--- config.mk ---
export PLATFORM = sky130hd
export DESIGN_NAME = motor_fault_alarm
export DESIGN_NICKNAME = d
export VERILOG_FILES = /design/src/rtl/fault_alarm_pkg.sv /design/src/rtl/fault_filter.sv /design/src/rtl/motor_fault_alarm.sv
export SDC_FILE = /design/constraint.sdc
export NUM_CORES = 1
export LEC_CHECK = 0
export ABC_AREA = 1
export BUFFER_PORTS_ARGS = -buffer_cell sky130_fd_sc_hd__buf_4
export CORE_MARGIN = 2
export CORE_UTILIZATION = 51
export CTS_CLUSTER_DIAMETER = 50
export DETAILED_ROUTE_END_ITERATION = 8
export PLACE_DENSITY = 0.76
export SYNTH_ARGS = -nofsm -noshare
export SYNTH_HDL_FRONTEND = slang
export SYNTH_SLANG_ARGS = --single-unit
--- constraint.sdc ---
create_clock -name CLK_IN -period 8.7 [get_ports CLK_IN]
set_input_delay 0.435 -clock CLK_IN [delete_from_list [all_inputs] [get_ports CLK_IN]]
set_output_delay 0.435 -clock CLK_IN [all_outputs]
set_load 0.01 [all_outputs]
--- src/rtl/fault_alarm_pkg.sv ---
// Package: register map, field positions, reset values and timing for the fault alarm logic
`default_nettype none
package fault_alarm_pkg;
   // Register byte addresses (printed offsets are not all multiples of four: index times four)
   localparam logic [7:0] IDX_PROTECT_ACTION = 8'h14;
   localparam logic [7:0] IDX_PIN_MASK_1 = 8'h16;
   localparam logic [7:0] IDX_CS_CFG_1 = 8'h18;
   localparam logic [7:0] IDX_CS_CFG_2 = 8'h1A;
   localparam logic [7:0] IDX_FILTER_TIME = 8'h1E;
   localparam logic [7:0] IDX_STATUS_1 = 8'h20;
   localparam logic [7:0] IDX_STATUS_2 = 8'h21;
   localparam logic [7:0] IDX_RAW_VIEW = 8'h22;
   localparam logic [7:0] IDX_CONTROL = 8'h23;
   localparam logic [9:0] ADDR_PROTECT_ACTION = {IDX_PROTECT_ACTION, 2'b00};
   localparam logic [9:0] ADDR_PIN_MASK_1 = {IDX_PIN_MASK_1, 2'b00};
   localparam logic [9:0] ADDR_CS_CFG_1 = {IDX_CS_CFG_1, 2'b00};
   localparam logic [9:0] ADDR_CS_CFG_2 = {IDX_CS_CFG_2, 2'b00};
   localparam logic [9:0] ADDR_FILTER_TIME = {IDX_FILTER_TIME, 2'b00};
   localparam logic [9:0] ADDR_STATUS_1 = {IDX_STATUS_1, 2'b00};
   localparam logic [9:0] ADDR_STATUS_2 = {IDX_STATUS_2, 2'b00};
   localparam logic [9:0] ADDR_RAW_VIEW = {IDX_RAW_VIEW, 2'b00};
   localparam logic [9:0] ADDR_CONTROL = {IDX_CONTROL, 2'b00};
   // Reset values
   localparam logic [7:0] RST_REG8 = 8'h00;
   localparam logic [7:0] RST_STATUS = 8'hFF;
   // Fault cause bit positions (common to mask, status and raw view)
   localparam int FB_THERMAL = 0;
   localparam int FB_OVERCURRENT = 1;
   localparam int FB_LOW_PUMP_UV = 2;
   localparam int FB_LOW_PUMP_OV = 3;
   localparam int FB_HIGH_PUMP_UV = 4;
   localparam int FB_HIGH_PUMP_OV1 = 5;
   localparam int FB_HIGH_PUMP_OV2 = 6;
   localparam int FB_REG5V_OV = 7;
   // Protect action enable register fields
   localparam int PA_THERMAL_DIS = 0;
   localparam int PA_OVERCURRENT_DIS = 1;
   localparam int PA_LOW_PUMP_UV_DIS = 2;
   localparam int PA_HIGH_PUMP_UV_DIS = 4;
   localparam logic [7:0] PA_WRITE_MASK = 8'h16;
   // Filter time register fields
   localparam int FT_OC_LSB = 0;
   localparam int FT_UV_LSB = 2;
   localparam int FT_REG5V = 4;
   localparam logic [7:0] FT_WRITE_MASK = 8'h1F;
   // Control register fields
   localparam int CT_LATCH_CLEAR = 0;
   localparam int CT_ACTION_SEL = 1;
   localparam int CT_MOTOR_EN = 2;
   localparam int CT_GLOBAL_ON = 3;
   localparam int CT_PUMP_REG_ON = 4;
   localparam int CT_PUMP_ON = 5;
   localparam int CT_SENSE_AMP_ON = 6;
   localparam logic [7:0] CT_WRITE_MASK = 8'h7E;
   // Filter step time per code unit and its cycle count at 50 MHz
   localparam int CLK_MHZ = 50;
   localparam int FILTER_STEP_NS = 1000;
   localparam int FILTER_STEP_CYC = FILTER_STEP_NS * CLK_MHZ / 1000;
   localparam int FILT_W = 8;
   // AHB transfer encodings
   localparam logic [1:0] HTRANS_NONSEQ = 2'b10;
   localparam logic [2:0] HSIZE_WORD = 3'b010;
endpackage
`default_nettype wire

--- src/rtl/fault_filter.sv ---
// Module: qualifies a raw fault by requiring it to persist for a programmed wait time
`default_nettype none
module fault_filter
   import fault_alarm_pkg::*;
#(
   parameter int CODE_W = 2
) (
   input wire logic clk_in,
   input wire logic rst_n_in,
   input wire logic raw_in,
   input wire logic [CODE_W-1:0] code_in,
   output logic qual_out
);
   logic [FILT_W-1:0] cnt_q;
   logic [FILT_W-1:0] limit;

   // Required persistence in cycles; code zero passes the fault at once
   assign limit = FILT_W'(int'(code_in) * FILTER_STEP_CYC);

   // Count cycles of a continuous raw fault, drop on any gap
   always_ff @(posedge clk_in or negedge rst_n_in) begin
      if (!rst_n_in) begin
         cnt_q <= '0;
         qual_out <= 1'b0;
      end else if (!raw_in) begin
         cnt_q <= '0;
         qual_out <= 1'b0;
      end else if (cnt_q >= limit) begin
         qual_out <= 1'b1;
      end else begin
         cnt_q <= cnt_q + FILT_W'(1);
      end
   end
endmodule
`default_nettype wire

--- src/rtl/motor_fault_alarm.sv ---
// Module: motor pre-driver fault protection, alarm pin and status registers on AHB-Lite
//
// How it works
// - Overcurrent protect disable bit: 0 allows the protective action, 1 suppresses it.
// - Qualified overcurrent with protection allowed applies the action picked by action select.
// - Latched protection holds until host writes 1 to the fault latch clear bit.
// - Pump undervolt protection, and overcurrent protection with action select 0, stay latched after the cause clears.
// - Overcurrent detection runs only while the sense amplifier is powered on.
// - Thermal protection is always on; its disable bit reads 0 and ignores writes.
// - During thermal shutdown all motor drive outputs are forced low.
// - Thermal shutdown turns off the 5 V regulator enable, restored when it clears.
// - Pin mask bit 0 lets a cause reach the alarm pin; resets to all enabled.
// - Alarm pin returns high on a status 1 read after faults are gone, or once the cause's pin mask bit is set.
// - Pump voltage detections work only with global, pump regulator, pump and motor enabled.
// - Regulator overvolt and overcurrent each use their own filter field; both pump undervolts share one.
// - Overcurrent threshold comes from the sense settings; filtered by its wait field.
// - Thermal events before the system clock runs are never recorded as a cause.
// - Second status bits read 1 when clear and fall to 0 on detection.
// - Each status 1 detection except thermal is enabled only once its analog block is powered on.
// - Detected status holds until read; the read refreshes to present conditions.
`default_nettype none
module motor_fault_alarm
   import fault_alarm_pkg::*;
(
   input wire logic CLK_IN,
   input wire logic ARST_N_IN,
   input wire logic HSEL_IN,
   input wire logic [31:0] HADDR_IN,
   input wire logic [1:0] HTRANS_IN,
   input wire logic HWRITE_IN,
   input wire logic [2:0] HSIZE_IN,
   input wire logic [31:0] HWDATA_IN,
   input wire logic HREADY_IN,
   output logic [31:0] HRDATA_OUT,
   output logic HREADYOUT_OUT,
   output logic HRESP_OUT,
   input wire logic [7:0] FAULT_RAW_IN,
   input wire logic SECOND_FAULT_RAW_IN,
   input wire logic [5:0] DRIVE_REQ_IN,
   output logic [5:0] DRIVE_OUT,
   output logic REG5V_ENABLE_OUT,
   output logic ALARM_N_OUT,
   output logic [7:0] CURRENT_SENSE_CFG_1_OUT,
   output logic [7:0] CURRENT_SENSE_CFG_2_OUT
);
   logic rst_sync1_q;
   logic rst_n;
   logic [7:0] protect_action_enable_reg_q;
   logic [7:0] alarm_pin_mask_1_q;
   logic [7:0] filter_time_q;
   logic [7:0] control_q;
   logic [7:0] fault_status_1_q;
   logic fault_status_2_q;
   logic clock_seen_q;
   logic oc_latch_q;
   logic uv_latch_q;
   logic stop_q;
   logic wr_pend_q;
   logic rd_pend_q;
   logic [9:0] addr_q;
   logic [7:0] det;
   logic [7:0] filt;
   logic pump_ok;
   logic sense_ok;
   logic overcurrent_fault;
   logic thermal_shutdown_fault;
   logic acc;
   logic rd1;
   logic rd2;
   logic wr_ctl;
   logic clr_pulse;

   // Reset release through two flip-flops
   always_ff @(posedge CLK_IN or negedge ARST_N_IN) begin
      if (!ARST_N_IN) begin
         rst_sync1_q <= 1'b0;
         rst_n <= 1'b0;
      end else begin
         rst_sync1_q <= 1'b1;
         rst_n <= rst_sync1_q;
      end
   end

   // Analog block power gating of each detection except thermal
   assign pump_ok = control_q[CT_GLOBAL_ON] & control_q[CT_PUMP_REG_ON] & control_q[CT_PUMP_ON]
      & control_q[CT_MOTOR_EN];
   assign sense_ok = control_q[CT_GLOBAL_ON] & control_q[CT_SENSE_AMP_ON];
   always_comb begin
      det = FAULT_RAW_IN;
      det[FB_OVERCURRENT] = FAULT_RAW_IN[FB_OVERCURRENT] & sense_ok;
      det[FB_LOW_PUMP_UV] = FAULT_RAW_IN[FB_LOW_PUMP_UV] & pump_ok;
      det[FB_LOW_PUMP_OV] = FAULT_RAW_IN[FB_LOW_PUMP_OV] & pump_ok;
      det[FB_HIGH_PUMP_UV] = FAULT_RAW_IN[FB_HIGH_PUMP_UV] & pump_ok;
      det[FB_HIGH_PUMP_OV1] = FAULT_RAW_IN[FB_HIGH_PUMP_OV1] & pump_ok;
      det[FB_HIGH_PUMP_OV2] = FAULT_RAW_IN[FB_HIGH_PUMP_OV2] & pump_ok;
      det[FB_REG5V_OV] = FAULT_RAW_IN[FB_REG5V_OV] & control_q[CT_GLOBAL_ON];
   end

   // Filtered causes; both pump undervolt filters share one wait field
   fault_filter #(.CODE_W(2)) oc_filter (
      .clk_in(CLK_IN), .rst_n_in(rst_n), .raw_in(det[FB_OVERCURRENT]),
      .code_in(filter_time_q[FT_OC_LSB +: 2]), .qual_out(filt[FB_OVERCURRENT])
   );
   fault_filter #(.CODE_W(2)) lo_uv_filter (
      .clk_in(CLK_IN), .rst_n_in(rst_n), .raw_in(det[FB_LOW_PUMP_UV]),
      .code_in(filter_time_q[FT_UV_LSB +: 2]), .qual_out(filt[FB_LOW_PUMP_UV])
   );
   fault_filter #(.CODE_W(2)) hi_uv_filter (
      .clk_in(CLK_IN), .rst_n_in(rst_n), .raw_in(det[FB_HIGH_PUMP_UV]),
      .code_in(filter_time_q[FT_UV_LSB +: 2]), .qual_out(filt[FB_HIGH_PUMP_UV])
   );
   fault_filter #(.CODE_W(1)) reg_ov_filter (
      .clk_in(CLK_IN), .rst_n_in(rst_n), .raw_in(det[FB_REG5V_OV]),
      .code_in(filter_time_q[FT_REG5V +: 1]), .qual_out(filt[FB_REG5V_OV])
   );
   assign filt[FB_THERMAL] = det[FB_THERMAL];
   assign filt[FB_LOW_PUMP_OV] = det[FB_LOW_PUMP_OV];
   assign filt[FB_HIGH_PUMP_OV1] = det[FB_HIGH_PUMP_OV1];
   assign filt[FB_HIGH_PUMP_OV2] = det[FB_HIGH_PUMP_OV2];
   assign overcurrent_fault = filt[FB_OVERCURRENT];
   assign thermal_shutdown_fault = FAULT_RAW_IN[FB_THERMAL];

   // Bus decode of the address phase
   assign acc = HSEL_IN & HREADY_IN & (HTRANS_IN == HTRANS_NONSEQ);
   assign rd1 = rd_pend_q & (addr_q == ADDR_STATUS_1);
   assign rd2 = rd_pend_q & (addr_q == ADDR_STATUS_2);
   assign wr_ctl = wr_pend_q & (addr_q == ADDR_CONTROL);
   assign clr_pulse = wr_ctl & HWDATA_IN[CT_LATCH_CLEAR];

   // Address phase capture; slave answers with no wait states
   always_ff @(posedge CLK_IN or negedge rst_n) begin
      if (!rst_n) begin
         wr_pend_q <= 1'b0;
         rd_pend_q <= 1'b0;
         addr_q <= '0;
      end else begin
         wr_pend_q <= acc & HWRITE_IN;
         rd_pend_q <= acc & ~HWRITE_IN;
         addr_q <= (HSIZE_IN == HSIZE_WORD) ? HADDR_IN[9:0] : 10'h3FF;
      end
   end

   // Software writable registers
   always_ff @(posedge CLK_IN or negedge rst_n) begin
      if (!rst_n) begin
         protect_action_enable_reg_q <= RST_REG8;
         alarm_pin_mask_1_q <= RST_REG8;
         filter_time_q <= RST_REG8;
         control_q <= RST_REG8;
         CURRENT_SENSE_CFG_1_OUT <= RST_REG8;
         CURRENT_SENSE_CFG_2_OUT <= RST_REG8;
      end else if (wr_pend_q) begin
         unique case (addr_q)
            ADDR_PROTECT_ACTION: protect_action_enable_reg_q <= HWDATA_IN[7:0] & PA_WRITE_MASK;
            ADDR_PIN_MASK_1: alarm_pin_mask_1_q <= HWDATA_IN[7:0];
            ADDR_FILTER_TIME: begin
               if (!control_q[CT_MOTOR_EN]) begin
                  filter_time_q <= HWDATA_IN[7:0] & FT_WRITE_MASK;
               end
            end
            ADDR_CONTROL: control_q <= HWDATA_IN[7:0] & CT_WRITE_MASK;
            ADDR_CS_CFG_1: CURRENT_SENSE_CFG_1_OUT <= HWDATA_IN[7:0];
            ADDR_CS_CFG_2: CURRENT_SENSE_CFG_2_OUT <= HWDATA_IN[7:0];
            default: ;
         endcase
      end
   end

   // Clock-running marker: thermal events before it are not recorded
   always_ff @(posedge CLK_IN or negedge rst_n) begin
      if (!rst_n) begin
         clock_seen_q <= 1'b0;
      end else begin
         clock_seen_q <= 1'b1;
      end
   end

   // Status 1: active low, holds detections until read, then refreshes; set wins over read
   always_ff @(posedge CLK_IN or negedge rst_n) begin
      if (!rst_n) begin
         fault_status_1_q <= RST_STATUS;
      end else if (rd1) begin
         fault_status_1_q <= ~filt | {7'h00, ~clock_seen_q};
      end else begin
         fault_status_1_q <= fault_status_1_q & ~(filt & {7'h7F, clock_seen_q});
      end
   end

   // Status 2: single undervolt cause, same hold-until-read behaviour
   always_ff @(posedge CLK_IN or negedge rst_n) begin
      if (!rst_n) begin
         fault_status_2_q <= 1'b1;
      end else if (rd2) begin
         fault_status_2_q <= ~SECOND_FAULT_RAW_IN;
      end else if (SECOND_FAULT_RAW_IN) begin
         fault_status_2_q <= 1'b0;
      end
   end

   // Latched protection for overcurrent and pump undervolts; fault wins over clear
   always_ff @(posedge CLK_IN or negedge rst_n) begin
      if (!rst_n) begin
         oc_latch_q <= 1'b0;
         uv_latch_q <= 1'b0;
      end else begin
         if (overcurrent_fault & ~protect_action_enable_reg_q[PA_OVERCURRENT_DIS]) begin
            oc_latch_q <= 1'b1;
         end else if (clr_pulse) begin
            oc_latch_q <= 1'b0;
         end
         if ((filt[FB_LOW_PUMP_UV] & ~protect_action_enable_reg_q[PA_LOW_PUMP_UV_DIS])
               | (filt[FB_HIGH_PUMP_UV] & ~protect_action_enable_reg_q[PA_HIGH_PUMP_UV_DIS])) begin
            uv_latch_q <= 1'b1;
         end else if (clr_pulse) begin
            uv_latch_q <= 1'b0;
         end
      end
   end

   // Drive stop: action select 0 stops all, 1 stops only while fault persists
   always_comb begin
      stop_q = uv_latch_q;
      if (oc_latch_q) begin
         stop_q = control_q[CT_ACTION_SEL] ? (uv_latch_q | overcurrent_fault) : 1'b1;
      end
   end

   // Motor drive outputs and 5 V regulator enable
   always_ff @(posedge CLK_IN or negedge rst_n) begin
      if (!rst_n) begin
         DRIVE_OUT <= '0;
         REG5V_ENABLE_OUT <= 1'b0;
      end else begin
         if (thermal_shutdown_fault | stop_q | ~control_q[CT_MOTOR_EN]) begin
            DRIVE_OUT <= '0;
         end else begin
            DRIVE_OUT <= DRIVE_REQ_IN;
         end
         REG5V_ENABLE_OUT <= ~thermal_shutdown_fault;
      end
   end

   // Alarm pin: low on unmasked status, high again after the status 1 read refresh
   always_ff @(posedge CLK_IN or negedge rst_n) begin
      if (!rst_n) begin
         ALARM_N_OUT <= 1'b1;
      end else begin
         ALARM_N_OUT <= ~|(~fault_status_1_q & ~alarm_pin_mask_1_q);
      end
   end

   // Read data and response
   always_ff @(posedge CLK_IN or negedge rst_n) begin
      if (!rst_n) begin
         HRDATA_OUT <= '0;
         HREADYOUT_OUT <= 1'b1;
         HRESP_OUT <= 1'b0;
      end else begin
         HREADYOUT_OUT <= 1'b1;
         HRESP_OUT <= 1'b0;
         HRDATA_OUT <= '0;
         if (acc & ~HWRITE_IN) begin
            unique case (HADDR_IN[9:0])
               ADDR_PROTECT_ACTION: HRDATA_OUT <= {24'h000000, protect_action_enable_reg_q};
               ADDR_PIN_MASK_1: HRDATA_OUT <= {24'h000000, alarm_pin_mask_1_q};
               ADDR_CS_CFG_1: HRDATA_OUT <= {24'h000000, CURRENT_SENSE_CFG_1_OUT};
               ADDR_CS_CFG_2: HRDATA_OUT <= {24'h000000, CURRENT_SENSE_CFG_2_OUT};
               ADDR_FILTER_TIME: HRDATA_OUT <= {24'h000000, filter_time_q};
               ADDR_STATUS_1: HRDATA_OUT <= {24'h000000, fault_status_1_q};
               ADDR_STATUS_2: HRDATA_OUT <= {31'h00000000, fault_status_2_q};
               ADDR_RAW_VIEW: HRDATA_OUT <= {24'h000000, ~FAULT_RAW_IN};
               ADDR_CONTROL: HRDATA_OUT <= {24'h000000, control_q};
               default: HRDATA_OUT <= '0;
            endcase
         end
      end
   end
endmodule
`default_nettype wire

==> results.md <==
- Gate Count Post-Synth: 798
- Max FO, Critical Path: 10
- Worst slew margin: 42.42%
- Status: complete, no violations
- Fraction of layout cells with a size suffix above 1: 18.37%
- CTS buffer count: 17
- Max-Cap Viols: 0
- Core Util, Final: 61.56%
- I/O Pins: 147
- Worst Path Arrival: 2630 ps
- RSZ-0062 raised after global routing: no
- Syn Area/Cell: 8.086 µm²
- Post-synth EDFFs: 0
- GRT overflow: 0
- Skew final: 5.180 ps
- Core area: 12,470 µm²
- WL final: 15,160 µm
- H-tree levels: 4
- DR WL/cell: 14.17 µm
- Flop and latch count out of synthesis: 116
- Clock latency on the worst-skew pair: 420 ps
- Global placement routability congestion: 0.9141
- Fin crit period: 2279 ps
- Share of the synthesized area in the top cell type: 41.11%
- CTS tree: done
- Count leader, synth: nand2_1
- Largest net degree at the start of global routing: 70
- PD cells: 172.4 nW/µm²
- TritonRoute pass-1 iters: 6
- GRT Total Usage: 24.26%
- R2R setup slack: 6420 ps
- Main flop type after synthesis: dfrtp_1
- Worst reg-to-reg path cell count: 10
- Final Hold Vio Count: 0
- Synth area leader: dfrtp_1
- Post-CTS setup buffers: 0
- Hold Path Origin: SECOND_FAULT_RAW_IN
- Fmax: 438.8 MHz
- Worst hold path class: in2reg
- WHS Path Cells: 2
- Initial antenna violation count: 0
- Drt initial violations: 425
- Max Buffers Root-to-Sink: 2
- # setup viols final: 0
- Synthesized area: 6452 µm²
- Initial Util: 51.76%
- Hold Path Sink: fault_status_2_q
- Setup tns final: 0 ps
- Startpoint Class: flip-flop
- Final Cycle Share: 26.19%
- Die Span Y: 116.5 µm
- Via density: 5.101
- Full die area: 13,570 µm²
- Leak: 4.133 nW
- Clk sinks: 116
- Worst setup EP type: flip-flop
- Reg2reg end: lo_uv_filter.cnt_q[5]
- Area Growth Syn to Fin: 18.93%
- Site Rows: 41
- Ranking of synthesized cells by area: dfrtp_1 41%, nand2_1 12%, inv_1 5.8%
- Post-CTS sizing: 0
- Sequential fraction of the synthesis area: 45.18%
- Worst VDD drop: 123.2 µV
- CTS root buf: clkbuf_16
- Detailed placement HPWL: 10,890 µm
- Port buffer count: 74
- Synth cell count leaders: 200 x nand2_1, 106 x dfrtp_1, 99 x inv_1
- DRC violations left: 0
- Fin nets: 1,003
- WS Path Type: reg2reg
- FF-to-FF Start: filter_time_q[2]
- Final antenna-violating net count: 0
- Total number of vias: 5,458
- Die W: 116.5 µm
- Yosys cell types: 44
- Antenna diodes: 0
- Least-Margin Pin Slew: 863.6 ps
- CP required: 9050 ps
- Post-synth ARST share: 100.0%
- Worst-path clk slew: 50 ps
- Synthesis Warnings: 0
- First-pass GRT wire length: 24,950 µm
- Vias in the first global route: 5,138
- Final Slew Violations: 0
==> metal layers <==
| layer | track usage [%] | vias to the layer above | wire [µm] |
|---|---|---|---|
| met4 | 10.00 | 0 | 342 |
| met5 | 0 | - | 0 |
| met3 | 6.331 | 32 | 943 |
| met1 | 32.60 | 2574 | 6772 |
| met2 | 37.60 | 160 | 7103 |
| li1 | - | 2692 | - |
==> cells in the final DEF, fill, tap and decap left out, types with 3 or more instances in the layout <==
cell type	instances
clkbuf_16	17
dfstp_2	10
o21ai_0	30
clkbuf_1	4
a31oi_1	3
inv_2	3
o21ai_1	9
nor2_2	7
xor2_1	10
ha_1	29
o21ai_2	15
nand3_1	72
bufinv_16	3
nor2_1	82
a22oi_1	4
buf_4	75
clkinv_2	5
nor3_1	8
a21oi_2	3
nand2_1	200
a21oi_1	11
xnor2_1	3
nand2_2	8
o22ai_1	3
nor3b_1	4
nor2_4	3
dfrtp_1	105
nand4_1	18
conb_1	28
inv_1	99
==> flip-flops by register name (all words and copies together), names as in the netlist, 3 cells and up <==
| signal | flops |
|---|---|
| fault_status_1_q | 8 |
| CURRENT_SENSE_CFG_2_OUT | 8 |
| filter_time_q | 5 |
| oc_filter.cnt_q | 8 |
| addr_q | 10 |
| hi_uv_filter.cnt_q | 8 |
| HRDATA_OUT | 8 |
| DRIVE_OUT | 6 |
| alarm_pin_mask_1_q | 8 |
| CURRENT_SENSE_CFG_1_OUT | 8 |
| protect_action_enable_reg_q | 3 |
| reg_ov_filter.cnt_q | 8 |
| control_q | 6 |
| lo_uv_filter.cnt_q | 8 |
==> power breakdown <==
part	internal, mW	switching, mW	leakage [nW]
Sequential	0.547	0.00996	1.31
Clock	0.455	0.240	0.288
Combinational	0.0246	0.0462	2.54
==> cell type report <==
class | instances | area [µm²]
well taps | 172 | 215.2
fillers | 1106 | 4792
clock inverters | 10 | 131.4
repair buffers | 76 | 573.1
clock buffers | 22 | 454.2
inverters | 104 | 390.4
flip-flops and latches | 116 | 2919
multi-input cells | 570 | 2990
==> metrics by stage <==
stage	area (µm²)	hold WS, ps	worst slack, ps	power [mW]	instances
global placement	7078	218.9	6446	0.6344	1037
floorplan	6550	139.4	5247	0.6136	824
detailed placement	7078	220.2	6414	0.6368	1037
global route	7674	134.7	6149	1.368	1070
finish	7674	141.5	6421	1.323	1070
CTS	7674	134.1	6394	1.330	1070
==> worst max-delay path, cell delays in order, from the launching register on <==
cell,delay (ps)
dfrtp_1,420
inv_1,130
ha_1,340
ha_1,300
a21oi_1,150
nor2_1,60
nor3_1,130
nand2_1,240
nand2_1,270
nand3_1,100
nand2_1,90
==> how the worst max path moves through the flow <==
stage	endpoint	cells after the start	start
floorplan	CURRENT_SENSE_CFG_1_OUT[0]	0	rst_n
global placement	lo_uv_filter.cnt_q[5]	10	filter_time_q[2]
detailed placement	lo_uv_filter.cnt_q[5]	10	filter_time_q[2]
CTS	lo_uv_filter.cnt_q[5]	10	filter_time_q[2]
global route	lo_uv_filter.cnt_q[5]	10	filter_time_q[2]
finish	lo_uv_filter.cnt_q[5]	10	filter_time_q[2]
==> logic make-up after synthesis <==
family                     share of synthesized area (%)
xor gates and xnor gates                           1.765
and+or+nand+nor                                    29.30
buffers and inverters                              9.986
other                                             0.1164
adders and majority gates                          5.623
DFF                                                45.18
AOI/OAI and AO/OA                                  8.028
==> repair_timing <==
item	4_1_cts	5_1_grt
hold buffers	1	0
hold endpoints to repair	2	0
setup endpoints to repair	0	0
Power figures use the tool's default switching activity.
